[src/buck_cfg_pkg.sv]
package buck_cfg_pkg;
  // register addresses on the control bus
  localparam logic [7:0] OPERATING_COMMAND_ADDR = 8'h14;
  localparam logic [7:0] MODULE_SETTINGS_ADDR   = 8'h15;
  localparam logic [7:0] LIMITS_CONFIG_ADDR     = 8'h16;
  // reset values
  localparam logic [7:0] OPERATING_COMMAND_RST  = 8'h00;
  localparam logic [7:0] MODULE_SETTINGS_RST    = 8'h80;
  localparam logic [7:0] LIMITS_CONFIG_RST      = 8'h02;
  // operating_command fields
  localparam int PWM_LOW_BIT    = 7;
  localparam int PWM_HIGH_BIT   = 6;
  localparam int RAMP_MODE_BIT  = 5;
  localparam int GATING_BIT     = 0;
  localparam logic [7:0] OPERATING_COMMAND_MASK = 8'he1;
  // module settings field
  localparam int STAGE_COUNT_LSB = 4;
  localparam logic [7:0] MODULE_SETTINGS_MASK = 8'hf0;
  // limits_configuration fields
  localparam int CURRENT_LIMIT_LSB  = 6;
  localparam int HEAT_WARN_LSB      = 4;
  localparam int RESET_IND_BIT      = 1;
  localparam int RESTART_BIT        = 0;
  localparam logic [7:0] LIMITS_CONFIG_MASK = 8'hf3;
  // power stage module codes
  localparam logic [3:0] ONE_STAGE_CODE = 4'h0;
  localparam logic [3:0] TWO_STAGE_CODE = 4'h1;
  localparam logic [3:0] STAGES_ONE     = 4'h1;
  localparam logic [3:0] STAGES_TWO     = 4'h2;
  localparam logic [3:0] STAGES_NINE    = 4'h9;
  // synchroniser depth for pins
  localparam int SYNC_STAGES = 3;

  typedef enum logic [1:0] {
    RUN_OFF,
    RUN_ACTIVE,
    RUN_SHUTDOWN,
    RUN_RESTART
  } run_state_e;
endpackage

[src/buck_mode_limits_config_regs.sv]
// Behaviour
// select high: forced PWM bit for high chooses auto (0) or forced PWM (1)
// select low: forced PWM bit for low chooses auto (0) or forced PWM (1)
// stage count field bits 7:4: 0000 one, 0001 two, others nine; resets 80h
// restart bit 0: stay off after thermal shutdown, no self restart
// restart bit 1: new power-up after shutdown clears, registers kept
// register reset loads reset indicator 1; host writes 0 to watch next reset
// heat warning field: 00 83C, 01 94C, 10 105C, 11 116C
// current limit field bits 7:6: 00 5.2A, 01 5.8A, 10 6.2A, 11 6.8A
// ramp mode bit: 0 auto during voltage ramp, 1 forced PWM through ramp
// gating bit: 0 ignores select pin, 1 lets pin switch settings
`timescale 1ns/1ns
module buck_mode_limits_config_regs
  import buck_cfg_pkg::*;
(
  // clock and reset
  input  wire logic       MCLK,
  input  wire logic       RST,
  // register port from the control bus slave
  input  wire logic [7:0] REG_ADDR,
  input  wire logic       REG_WRITE,
  input  wire logic [7:0] REG_WDATA,
  output logic      [7:0] REG_RDATA,
  // converter status inputs
  input  wire logic       VOLTAGE_SELECT_INPUT,
  input  wire logic       ENABLE_REQUEST,
  input  wire logic       THERMAL_SHUTDOWN,
  input  wire logic       RAMP_ACTIVE,
  // converter controls
  output logic            FORCED_PWM,
  output logic            SELECT_HIGH,
  output logic      [3:0] POWER_STAGE_COUNT,
  output logic      [1:0] HEAT_WARNING_THRESHOLD,
  output logic      [1:0] INDUCTOR_CURRENT_LIMIT,
  output logic            CONVERTER_ON,
  output logic            POWER_UP_START
);

  typedef struct packed {
    logic [7:0]             operating_command;
    logic [7:0]             module_settings;
    logic [7:0]             limits_config;
    logic                   sel_state;
    logic                   tsd_state;
    run_state_e             run;
    logic [7:0]             rdata;
    logic                   forced_pwm;
    logic                   select_high;
    logic [3:0]             stage_count;
    logic [1:0]             heat_warn;
    logic [1:0]             current_limit;
    logic                   conv_on;
    logic                   power_up;
  } state_s;

  state_s cur;
  state_s next_cur;

  // filtered pin levels
  logic sel_settled;
  logic sel_level;
  logic tsd_settled;
  logic tsd_level;

  level_sync #(
    .STAGES  (SYNC_STAGES)
  ) sel_sync_i (
    .clk     (MCLK),
    .rst     (RST),
    .pin     (VOLTAGE_SELECT_INPUT),
    .settled (sel_settled),
    .level   (sel_level)
  );

  level_sync #(
    .STAGES  (SYNC_STAGES)
  ) tsd_sync_i (
    .clk     (MCLK),
    .rst     (RST),
    .pin     (THERMAL_SHUTDOWN),
    .settled (tsd_settled),
    .level   (tsd_level)
  );

  always_comb begin
    logic [7:0] cmd;
    logic [7:0] lim;
    logic [3:0] code;
    logic       use_pwm;
    next_cur = cur;
    cmd      = cur.operating_command;
    lim      = cur.limits_config;
    code     = cur.module_settings[STAGE_COUNT_LSB +: 4];
    use_pwm  = 1'b0;
    // the select pin only moves the accepted state while gated in
    if (sel_settled) begin
      if (cmd[GATING_BIT]) begin
        next_cur.sel_state = sel_level;
      end
    end
    if (tsd_settled) begin
      next_cur.tsd_state = tsd_level;
    end
    // register writes; registers keep their values across thermal restart
    if (REG_WRITE) begin
      case (REG_ADDR)
        OPERATING_COMMAND_ADDR: begin
          next_cur.operating_command = REG_WDATA & OPERATING_COMMAND_MASK;
        end
        MODULE_SETTINGS_ADDR: begin
          next_cur.module_settings = REG_WDATA & MODULE_SETTINGS_MASK;
        end
        LIMITS_CONFIG_ADDR: begin
          next_cur.limits_config = REG_WDATA & LIMITS_CONFIG_MASK;
        end
        default: begin
        end
      endcase
    end
    // register reads, unmapped addresses return zero
    case (REG_ADDR)
      OPERATING_COMMAND_ADDR: next_cur.rdata = cur.operating_command;
      MODULE_SETTINGS_ADDR:   next_cur.rdata = cur.module_settings;
      LIMITS_CONFIG_ADDR:     next_cur.rdata = cur.limits_config;
      default:                next_cur.rdata = 8'h00;
    endcase
    // operating mode
    if (RAMP_ACTIVE) begin
      use_pwm = cmd[RAMP_MODE_BIT];
    end else if (cur.sel_state) begin
      use_pwm = cmd[PWM_HIGH_BIT];
    end else begin
      use_pwm = cmd[PWM_LOW_BIT];
    end
    next_cur.forced_pwm  = use_pwm;
    next_cur.select_high = cur.sel_state;
    // active power stages
    case (code)
      ONE_STAGE_CODE: next_cur.stage_count = STAGES_ONE;
      TWO_STAGE_CODE: next_cur.stage_count = STAGES_TWO;
      default:        next_cur.stage_count = STAGES_NINE;
    endcase
    next_cur.heat_warn     = lim[HEAT_WARN_LSB +: 2];
    next_cur.current_limit = lim[CURRENT_LIMIT_LSB +: 2];
    // run sequencing around thermal shutdown
    next_cur.power_up = 1'b0;
    case (cur.run)
      RUN_OFF: begin
        if (ENABLE_REQUEST && !cur.tsd_state) begin
          next_cur.run      = RUN_ACTIVE;
          next_cur.power_up = 1'b1;
        end
      end
      RUN_ACTIVE: begin
        if (cur.tsd_state) begin
          next_cur.run = RUN_SHUTDOWN;
        end else if (!ENABLE_REQUEST) begin
          next_cur.run = RUN_OFF;
        end
      end
      RUN_SHUTDOWN: begin
        if (!cur.tsd_state && lim[RESTART_BIT]) begin
          next_cur.run = RUN_RESTART;
        end
      end
      RUN_RESTART: begin
        next_cur.run      = RUN_ACTIVE;
        next_cur.power_up = 1'b1;
      end
      default: begin
        next_cur.run = RUN_OFF;
      end
    endcase
    next_cur.conv_on = (next_cur.run == RUN_ACTIVE);
  end

  always_ff @(posedge MCLK or posedge RST) begin
    if (RST) begin
      cur                   <= '0;
      cur.operating_command <= OPERATING_COMMAND_RST;
      cur.module_settings   <= MODULE_SETTINGS_RST;
      cur.limits_config     <= LIMITS_CONFIG_RST;
      cur.stage_count       <= STAGES_NINE;
      cur.run               <= RUN_OFF;
    end else begin
      cur <= next_cur;
    end
  end

  assign REG_RDATA              = cur.rdata;
  assign FORCED_PWM             = cur.forced_pwm;
  assign SELECT_HIGH            = cur.select_high;
  assign POWER_STAGE_COUNT      = cur.stage_count;
  assign HEAT_WARNING_THRESHOLD = cur.heat_warn;
  assign INDUCTOR_CURRENT_LIMIT = cur.current_limit;
  assign CONVERTER_ON           = cur.conv_on;
  assign POWER_UP_START         = cur.power_up;

endmodule

// pin synchroniser: flop chain, idle low after reset
module level_sync
  import buck_cfg_pkg::*;
#(
  parameter int STAGES = SYNC_STAGES
) (
  // clock and reset
  input  wire logic clk,
  input  wire logic rst,
  // raw pin in, filtered view out
  input  wire logic pin,
  output logic      settled,
  output logic      level
);

  typedef struct packed {
    logic [STAGES-1:0] chain;
  } sync_s;

  sync_s cur;
  sync_s next_cur;

  always_comb begin
    next_cur       = cur;
    next_cur.chain = {cur.chain[STAGES-2:0], pin};
  end

  always_ff @(posedge clk or posedge rst) begin
    if (rst) begin
      cur <= '0;
    end else begin
      cur <= next_cur;
    end
  end

  // a change counts once the last two stages agree
  assign settled = (cur.chain[STAGES-1] == cur.chain[STAGES-2]);
  assign level   = cur.chain[STAGES-1];

endmodule

[config.mk]
export PLATFORM = sky130hd
export DESIGN_NAME = buck_mode_limits_config_regs
export DESIGN_NICKNAME = d
export VERILOG_FILES = /design/src/buck_cfg_pkg.sv /design/src/buck_mode_limits_config_regs.sv
export SDC_FILE = /design/constraint.sdc
export NUM_CORES = 1
export LEC_CHECK = 0
export BUFFER_PORTS_ARGS = -buffer_cell sky130_fd_sc_hd__buf_2
export CAP_MARGIN = 20
export CELL_PAD_IN_SITES_DETAIL_PLACEMENT = 1
export CELL_PAD_IN_SITES_GLOBAL_PLACEMENT = 1
export CORE_MARGIN = 2
export CORE_UTILIZATION = 35
export DETAILED_ROUTE_END_ITERATION = 8
export HOLD_SLACK_MARGIN = 0.15
export PLACE_DENSITY = 0.64
export SYNTH_ARGS = -nofsm -noshare
export SYNTH_HDL_FRONTEND = slang
export SYNTH_HIERARCHICAL = 1
export SYNTH_SLANG_ARGS = --single-unit
[constraint.sdc]
create_clock -name MCLK -period 1.9 [get_ports MCLK]
set_input_delay 0.19 -clock MCLK [delete_from_list [all_inputs] [get_ports MCLK]]
set_output_delay 0.19 -clock MCLK [all_outputs]
set_load 0.02 [all_outputs]
* Word level (Yosys, flattened, before mapping)
Index checks and enable logic that the tools add are counted.
** Storage, ports and cells
- Bits in registers :: 44
- Bits of input ports :: 23
- Output and inout bits :: 20
- Logic and storage cells :: 46
** Operators by class
- Eq/ne operators :: 10
- Mux-type cells :: 11
- Reductions and logical operators :: 9
** Operators with widths (number)
- $eq 8x5->1 const B :: 3
- $pmux 8 s3 :: 1
- $mux 2 :: 4
- $pmux 2 s4 :: 1
- $pmux 4 s2 :: 1
- $reduce_and 2->1 :: 4
- $eq 2x1->1 const B :: 2
- $eq 2x2->1 const B :: 2
- $eq 4x1->1 const B :: 1
- $logic_not 4->1 :: 1
- $mux 1 :: 3
- $eq 1x1->1 :: 2
- $logic_and 1x1->1 :: 2
- $logic_not 2->1 :: 1
- $pmux 1 s2 :: 1
- $logic_not 1->1 :: 1

* Longest topological paths before layout
Gate-level depths: netlist of run 1.
- Word-level depth :: 5
- Depth in mapped cells :: 5

* Modules after synthesis
The synthesis of run 1 kept the hierarchy.
** Modules (own cells, without submodules)
- buck_mode_limits_config_regs :: times used 1, cells an instance 125, area each 1574.0 um2
- level_sync :: times used 2, cells an instance 5, area each 87.6 um2

* Worst setup path before layout of run 1
OpenSTA, ideal clock, no wires.
- Path type :: register -> register
- Start point :: register cur[20] (netlist name)
- End point :: register cur (netlist bit CONVERTER_ON)
- Setup time :: 0.094 ns
- Arrival time :: 1.213 ns
- Data required time :: 1.806 ns
- Path slack :: 0.593 ns
- Stages on the path, launching flop included :: 6
- Buffers on the path :: 0
- Period minus slack after synthesis :: 1.307 ns
- Cell sequence :: dfrtp_1 -> inv_1 -> ha_1 -> mux2i_1 -> o221ai_1 -> a211oi_1
** RTL lines
- start: declaration :: line buck_mode_limits_config_regs.sv:56 : state_s cur;
- start signal: assignment :: line buck_mode_limits_config_regs.sv:186 : cur <= next_cur;

==> summary.txt, run 1 <==
Critical path
  • Worst Path Max Fanout: 6
  • CP required: 2.10 ns
  • Critical Path End Type: flip-flop
  • Worst setup path category: reg2reg
  • Crit path DAT: between 1.5 and 2 ns
  • Startpoint type of the worst setup path: flip-flop
  • Setup slack, reg-to-reg: around 0.37 ns

Logic synthesis
  • Number of distinct library cells after synthesis: 29
  • Synth warnings: 6
  • Sequential share of the synthesized area: about three fifths
  • Register bit total from synthesis: between 40 and 50
  • Post-Synthesis Cell Area: around 1700 sq um
  • Syn_area_per_cell: around 13 sq um
  • Synth Instances: between 100 and 150

Pwr
  • Power per cell area: 1030 nW/um^2
  • Sw Ratio: between 20% and 30%
  • Pleak: 1.07 nW
  • Clock power share: about a third
  • Total power: 2.15 mW
  • VDD IR max: approximately 0.41 mV
  • Logic pwr share: a little under a fifth
  • P_int: 1.57 mW
  • Switching Power: ~0.59 mW
  • Sequential fraction of design power: a little under half

Placed design
  • GP Congestion: about 0.76
  • Placed cells: about 230
  • DP HPWL: between 2000 and 3000 um
  • Pre-CTS setup slack: about 0.31 ns
  • Placed Area: about 1900 sq um
  • I/O Buffers: 37

Timing
  • Setup TNS Final: 0 ns
  • Setup ws final: 0.371 ns
  • Clock skew: 0.00333 ns
  • FMAX: between 600 and 700 MHz
  • RSZ-0062 raised after global routing: no
  • Pins Over Slew Limit: 0
  • Endpoints failing hold: 0
  • Setup violations, final: 0
  • Final min period: 1.53 ns
  • Tcrit/Tclk final: between 80 and 90%

Clock tree
  • CTS H-tree lvls: 2
  • TritonCTS clock tree: yes
  • Clk slew on worst S/H paths: 0.07 ns
  • Clock sinks: 41
  • Num CTS Buffers: 5
  • Root buffer cell: clkbuf_8
  • Worst-case clock buffer depth: 2
  • Worst-skew pair later-pin latency: between 0.2 and 0.3 ns

Layout
  • Final Cell Area: about 2100 sq um
  • Fill count: between 500 and 600
  • Final Instance Count excl. Fillers: 240
  • Share of layout cells above drive strength 1: about two fifths
  • Diode count: 0
  • Area Growth Syn to Fin: 19.7%
  • Nets: 200

Floorplanning
  • I/O Pins: 43
  • Core ar.: 4790 sq um
  • Row count: 25
  • Die width: between 70 and 80 um
  • Initial Utilization: a little over a third
  • Die height: about 75 um
  • Die area: between 5000 and 6000 sq um

Min path
  • Hold crit path type: in2reg

Run status
  • Outcome: completed

Detailed routing
  • DRC errors left: 0
  • 1st-iter DRT viols: 35
  • Routed WL: approximately 3300 um
  • Pre-antenna DRT Iters: 4
  • Per-cell routed wire length: 13.8 um
  • Count of antenna-violating nets left after detailed routing: 0
  • DR vias: 1081
  • Via-to-Cell Ratio: about 4.5

Run
  • MaxCap Viol Count: 0

GRT
  • GR Overflow Total: 0
  • First-pass GRT wire length: around 5700 um
  • Initial antenna violation count: 0
  • Total GRT Usage: around 14%
  • Largest net degree at the start of global routing: 31
  • Vias in the first global route: 1171
==> per-layer routing <==
layer / global-route usage [%] / wire [um]
met1: 17.6 / 1490
met3: 4.15 / 164
met5: 0 / 0
met2: 21.8 / 1600
met4: 7.34 / 68
==> metrics by stage <==
| step | hold slack, ns | utilization [%] |
|---|---|---|
| after global routing | 0.162 | 43.8 |
| after global placement | 0.0811 | 39.9 |
| final | 0.162 | 43.8 |
| after CTS | 0.153 | 43.8 |
| after floorplan | -0.0564 | - |
| after detailed placement | 0.0818 | 39.9 |
==> registers in the layout, summed over array words and instances (netlist names) <==
signal / count
cur: 18
REG_RDATA: 6
POWER_STAGE_COUNT: 3
sel_sync_i/cur: 3
tsd_sync_i/cur: 3
HEAT_WARNING_THRESHOLD: 2
INDUCTOR_CURRENT_LIMIT: 2
CONVERTER_ON: 1
FORCED_PWM: 1
POWER_UP_START: 1
SELECT_HIGH: 1
==> cell usage after synthesis (all sizes together) <==
library cell,count,area (sq um)
dfrtp,37,926
buf,17,125
mux2,15,169
inv,8,30.0
nand2,7,26.3
mux2i,6,60.1
nor2,6,22.5
ha,5,62.6
dfstp,4,105
a21oi,3,15.0
nand4,3,18.8
nor2b,3,26.3
o21ai,3,15.0
a2bb2oi,2,17.5
and2b,2,15.0
nor3,2,10.0
xnor2,2,17.5
a211oi,1,7.51
a22oi,1,7.51
a311oi,1,8.76
a31oi,1,6.26
conb,1,3.75
nand3b,1,7.51
nor3b,1,7.51
nor4b,1,23.8
o221ai,1,8.76
or2,1,6.26
==> critical path: stages (launching register included) <==
cell	delay [ns]
dfrtp_1	0.44
inv_1	0.13
ha_1	0.26
mux2i_1	0.24
o221ai_1	0.18
a211oi_1	0.19
==> cell type report <==
type,count,area (sq um),share of cell area [%]
well taps,67,83.8,4.00
inverters,8,30.0,1.43
multi-input cells,71,571,27.2
repair buffers,45,263,12.5
flip-flops and latches,41,1030,49.2
clock inverters,1,30.0,1.43
clock buffers,7,86.3,4.12
==> logic make-up (layout without fill, tap and decap cells) <==
group | Yosys count | in the layout | synth area share (%)
xor gates and xnor gates | 2 | 2 | 1.00
and+or+nand+nor | 27 | 27 | 9.37
buffers and inverters | 25 | 61 | 8.87
AOI/OAI and AO/OA | 13 | 13 | 4.94
adders and majority gates | 5 | 5 | 3.58
muxes | 21 | 21 | 13.1
other | 1 | 3 | 0.214
DFF | 41 | 41 | 58.9
==> timing repair <==
item,in CTS,in global routing
gates resized for setup,0,0
hold buffers,7,0
setup buffers,0,0
endpoints found under the hold margin,19,0
==> power groups by stage <==
stage | combinational [mW] | sequential (mW) | clock, mW
after floorplan | 0.260 | 1.06 | 0
after global placement | 0.373 | 1.03 | 0
after detailed placement | 0.402 | 1.04 | 0
after CTS | 0.415 | 1.03 | 0.743
after global routing | 0.454 | 1.04 | 0.777
final | 0.408 | 1.03 | 0.719
==> placed cells by master, fill, tap and decap left out, drive strengths merged, types with 4 or more instances in the layout <==
cell type	n
mux2i	6
dfstp	4
mux2	15
inv	8
nor2	6
dfrtp	37
clkbuf	7
ha	5
buf	38
dlygate4sd3	7
nand2	7
==> worst paths after layout <==
| check | from | to | cells after the start |
|---|---|---|---|
| max | cur[20]$_DFF_PP0_ | CONVERTER_ON$_DFF_PP0_ | 5 |
| min | REG_WDATA[5] | cur[29]$_DFFE_PP0P_ | 2 |
| max reg2reg | cur[20]$_DFF_PP0_ | CONVERTER_ON$_DFF_PP0_ | 5 |
| min reg2reg | tsd_sync_i/cur[0]$_DFF_PP0_ | tsd_sync_i/cur[1]$_DFF_PP0_ | 0 |
| max in group asynchronous | RST | POWER_STAGE_COUNT[3]$_DFF_PP1_ | 4 |
| min in group asynchronous | RST | tsd_sync_i/cur[0]$_DFF_PP0_ | 3 |
(Power assumes the default switching activity.)
==> run 2: changes to the inputs <==
- PLACE_DENSITY: 0.64 -> 0.66
- clock period: 1.9 -> 1.31 ns (I/O delays scaled with it)
==> summary.txt, run 2 (synthesis results as in run 1) <==
Run status
  • Outcome: complete, but fails checks (was completed)
  • Failing checks: negative setup slack

Pwr
  • Total power: 3.34 mW (was 2.15 mW)
  • Power per cell area: 1480 nW/um^2 (was 1030 nW/um^2)
  • VDD IR max: 0.498 mV (was 0.408 mV)
  • Pleak: 1.12 nW (was 1.07 nW)

Timing
  • Setup TNS Final: -0.165 ns (was 0 ns)
  • RSZ-0062 raised after global routing: yes (was no)
  • Clock skew: 0.00598 ns (was 0.00333 ns)
  • Tcrit/Tclk final: 106% (was 80.5%)
  • Pins Over Slew Limit: 0 (unchanged)
  • Final min period: 1.38 ns (was 1.53 ns)
  • Hold WS: 0.181 ns (was 0.162 ns)
  • Setup ws final: -0.0734 ns (was 0.371 ns)
  • Setup violations, final: 3 (was 0)
  • FMAX: 723 MHz (was 654 MHz)
  • Endpoints failing hold: 0 (unchanged)

GRT
  • Vias in the first global route: 1237 (was 1171)
  • Largest net degree at the start of global routing: 36 (was 31)
  • GR Overflow Total: 0 (unchanged)
  • First-pass GRT wire length: 6190 um (was 5690 um)
  • Total GRT Usage: 15.3% (was 14.0%)
  • Initial antenna violation count: 0 (unchanged)

Layout
  • Max reg flops: 18 (unchanged)
  • Top reg by flops: cur (unchanged)
  • Finished Core Util: 47.2% (was 43.8%)
  • Share of layout cells above drive strength 1: 47.6% (was 38.7%)
  • Final Cell Area: 2260 sq um (was 2090 sq um)
  • Area Growth Syn to Fin: 29.0% (was 19.7%)
  • Final Instance Count excl. Fillers: 252 (was 240)
  • Nets: 212 (was 200)
  • Diode count: 0 (unchanged)
  • Commonest cells after routing, fill and taps aside: 37 x dfrtp_1, 37 x buf_2, 15 x mux2_2, 10 x dlygate4sd3_1, 8 x buf_4 (was 37 x dfrtp_1, 37 x buf_2, 15 x mux2_2, 8 x inv_1)

Clock tree
  • Worst-skew pair later-pin latency: 0.28 ns (was 0.29 ns)
  • Root buffer cell: clkbuf_8 (unchanged)
  • CTS H-tree lvls: 2 (unchanged)
  • Clock sinks: 41 (unchanged)
  • Num CTS Buffers: 5 (unchanged)
  • Clk slew on worst S/H paths: 0.08 ns (was 0.07 ns)
  • TritonCTS clock tree: yes (unchanged)
  • Worst-case clock buffer depth: 2 (unchanged)

Critical path
  • Worst Path Max Fanout: 4 (was 6)
  • Critical path cell sequence: inv_2 > ha_4 > mux2i_4 > o221ai_4 > a211oi_2 (was inv_1 > ha_1 > mux2i_1 > o221ai_1 > a211oi_1)
  • Crit path DAT: 1.57 ns (was 1.73 ns)
  • Setup slack, reg-to-reg: -0.07 ns (was 0.37 ns)
  • Critical path launch point: cur[21]$_DFF_PP0_ (was cur[20]$_DFF_PP0_)
  • Startpoint type of the worst setup path: flip-flop (unchanged)
  • Reg-to-reg critical path startpoint: cur[21]$_DFF_PP0_ (was cur[20]$_DFF_PP0_)
  • CP required: 1.50 ns (was 2.10 ns)
  • Worst setup path category: reg2reg (unchanged)
  • CP max-delay cell: dfrtp_1 (unchanged)
  • Critical Path End Type: flip-flop (unchanged)
  • Crit path largest cell delay: 0.41 ns (was 0.44 ns)

Run
  • MaxCap Viol Count: 0 (unchanged)

Floorplanning
  • Die height: 74.7 um (unchanged)
  • Die area: 5580 sq um (unchanged)
  • Row count: 25 (unchanged)
  • I/O Pins: 43 (unchanged)
  • Core ar.: 4790 sq um (unchanged)
  • Initial Utilization: 36.5% (unchanged)
  • Die width: 74.7 um (unchanged)

Detailed routing
  • Routed WL: 3570 um (was 3320 um)
  • 1st-iter DRT viols: 56 (was 35)
  • DR vias: 1125 (was 1081)
  • Per-cell routed wire length: 14.2 um (was 13.8 um)
  • DRC errors left: 0 (unchanged)
  • Pre-antenna DRT Iters: 4 (unchanged)
  • Via-to-Cell Ratio: 4.46 (was 4.50)
  • Count of antenna-violating nets left after detailed routing: 0 (unchanged)

Min path
  • Hold crit path type: in2reg (unchanged)
  • HP Start: REG_ADDR[0] (was REG_WDATA[5])

Placed design
  • GP Congestion: 0.764 (was 0.756)
  • Pre-CTS setup slack: -0.148 ns (was 0.306 ns)
  • DP HPWL: 2580 um (was 2540 um)
  • I/O Buffers: 37 (unchanged)
  • Placed Area: 1970 sq um (was 1910 sq um)
  • Placed cells: 231 (was 225)
-- run 2: path summary, 6_finish.rpt --
path | end | cells after the start
max in group asynchronous | POWER_STAGE_COUNT[3]$_DFF_PP1_ | 4
min in group asynchronous | sel_sync_i/cur[1]$_DFF_PP0_ | 3
min | REG_RDATA[0]$_DFF_PP0_ | 2
min reg2reg | tsd_sync_i/cur[1]$_DFF_PP0_ | 0
max reg2reg | CONVERTER_ON$_DFF_PP0_ | 5
max | CONVERTER_ON$_DFF_PP0_ | 5
-- run 2: layer usage --
metal  global-route usage (%)  routed length (um)  vias to the layer above
met4                     5.95                  42                        0
met2                     23.9                1730                       35
met1                     19.8                1600                      554
met3                     5.09                 196                        4
met5                        0                   0                        -
li1                         -                   -                      532
-- run 2: power by group --
group | internal (mW) | total [mW] | switching, mW
Clock | 0.369 | 0.782 | 0.412
Combinational | 0.539 | 1.09 | 0.553
Sequential | 1.40 | 1.46 | 0.0675
-- run 2: cell type report --
| type | count | area, sq um |
|---|---|---|
| Multi-Input combinational cell | 71 | 653 |
| Clock inverter | 2 | 10.0 |
| Timing Repair Buffer | 57 | 377 |
| Clock buffer | 6 | 72.6 |
| Tap cell | 67 | 83.8 |
| Inverter | 8 | 30.0 |
| Fill cell | 515 | 2530 |
| Sequential cell | 41 | 1030 |
-- run 2: repair_timing --
action	in CTS	in global routing
pin swaps	3	3
setup buffers	3	0
gates resized for setup	13	4
hold endpoints to repair	58	0
hold buffers	10	0
setup endpoints to repair	2	3
-- run 2: worst max-delay path: cells and delay by family (launching register included) --
family,cells,cell delay [ns]
AO/OA/AOI/OAI,2,0.32
adder cells (fa/ha/maj),1,0.18
buffers and inverters,1,0.12
flip-flops,1,0.41
multiplexers,1,0.25
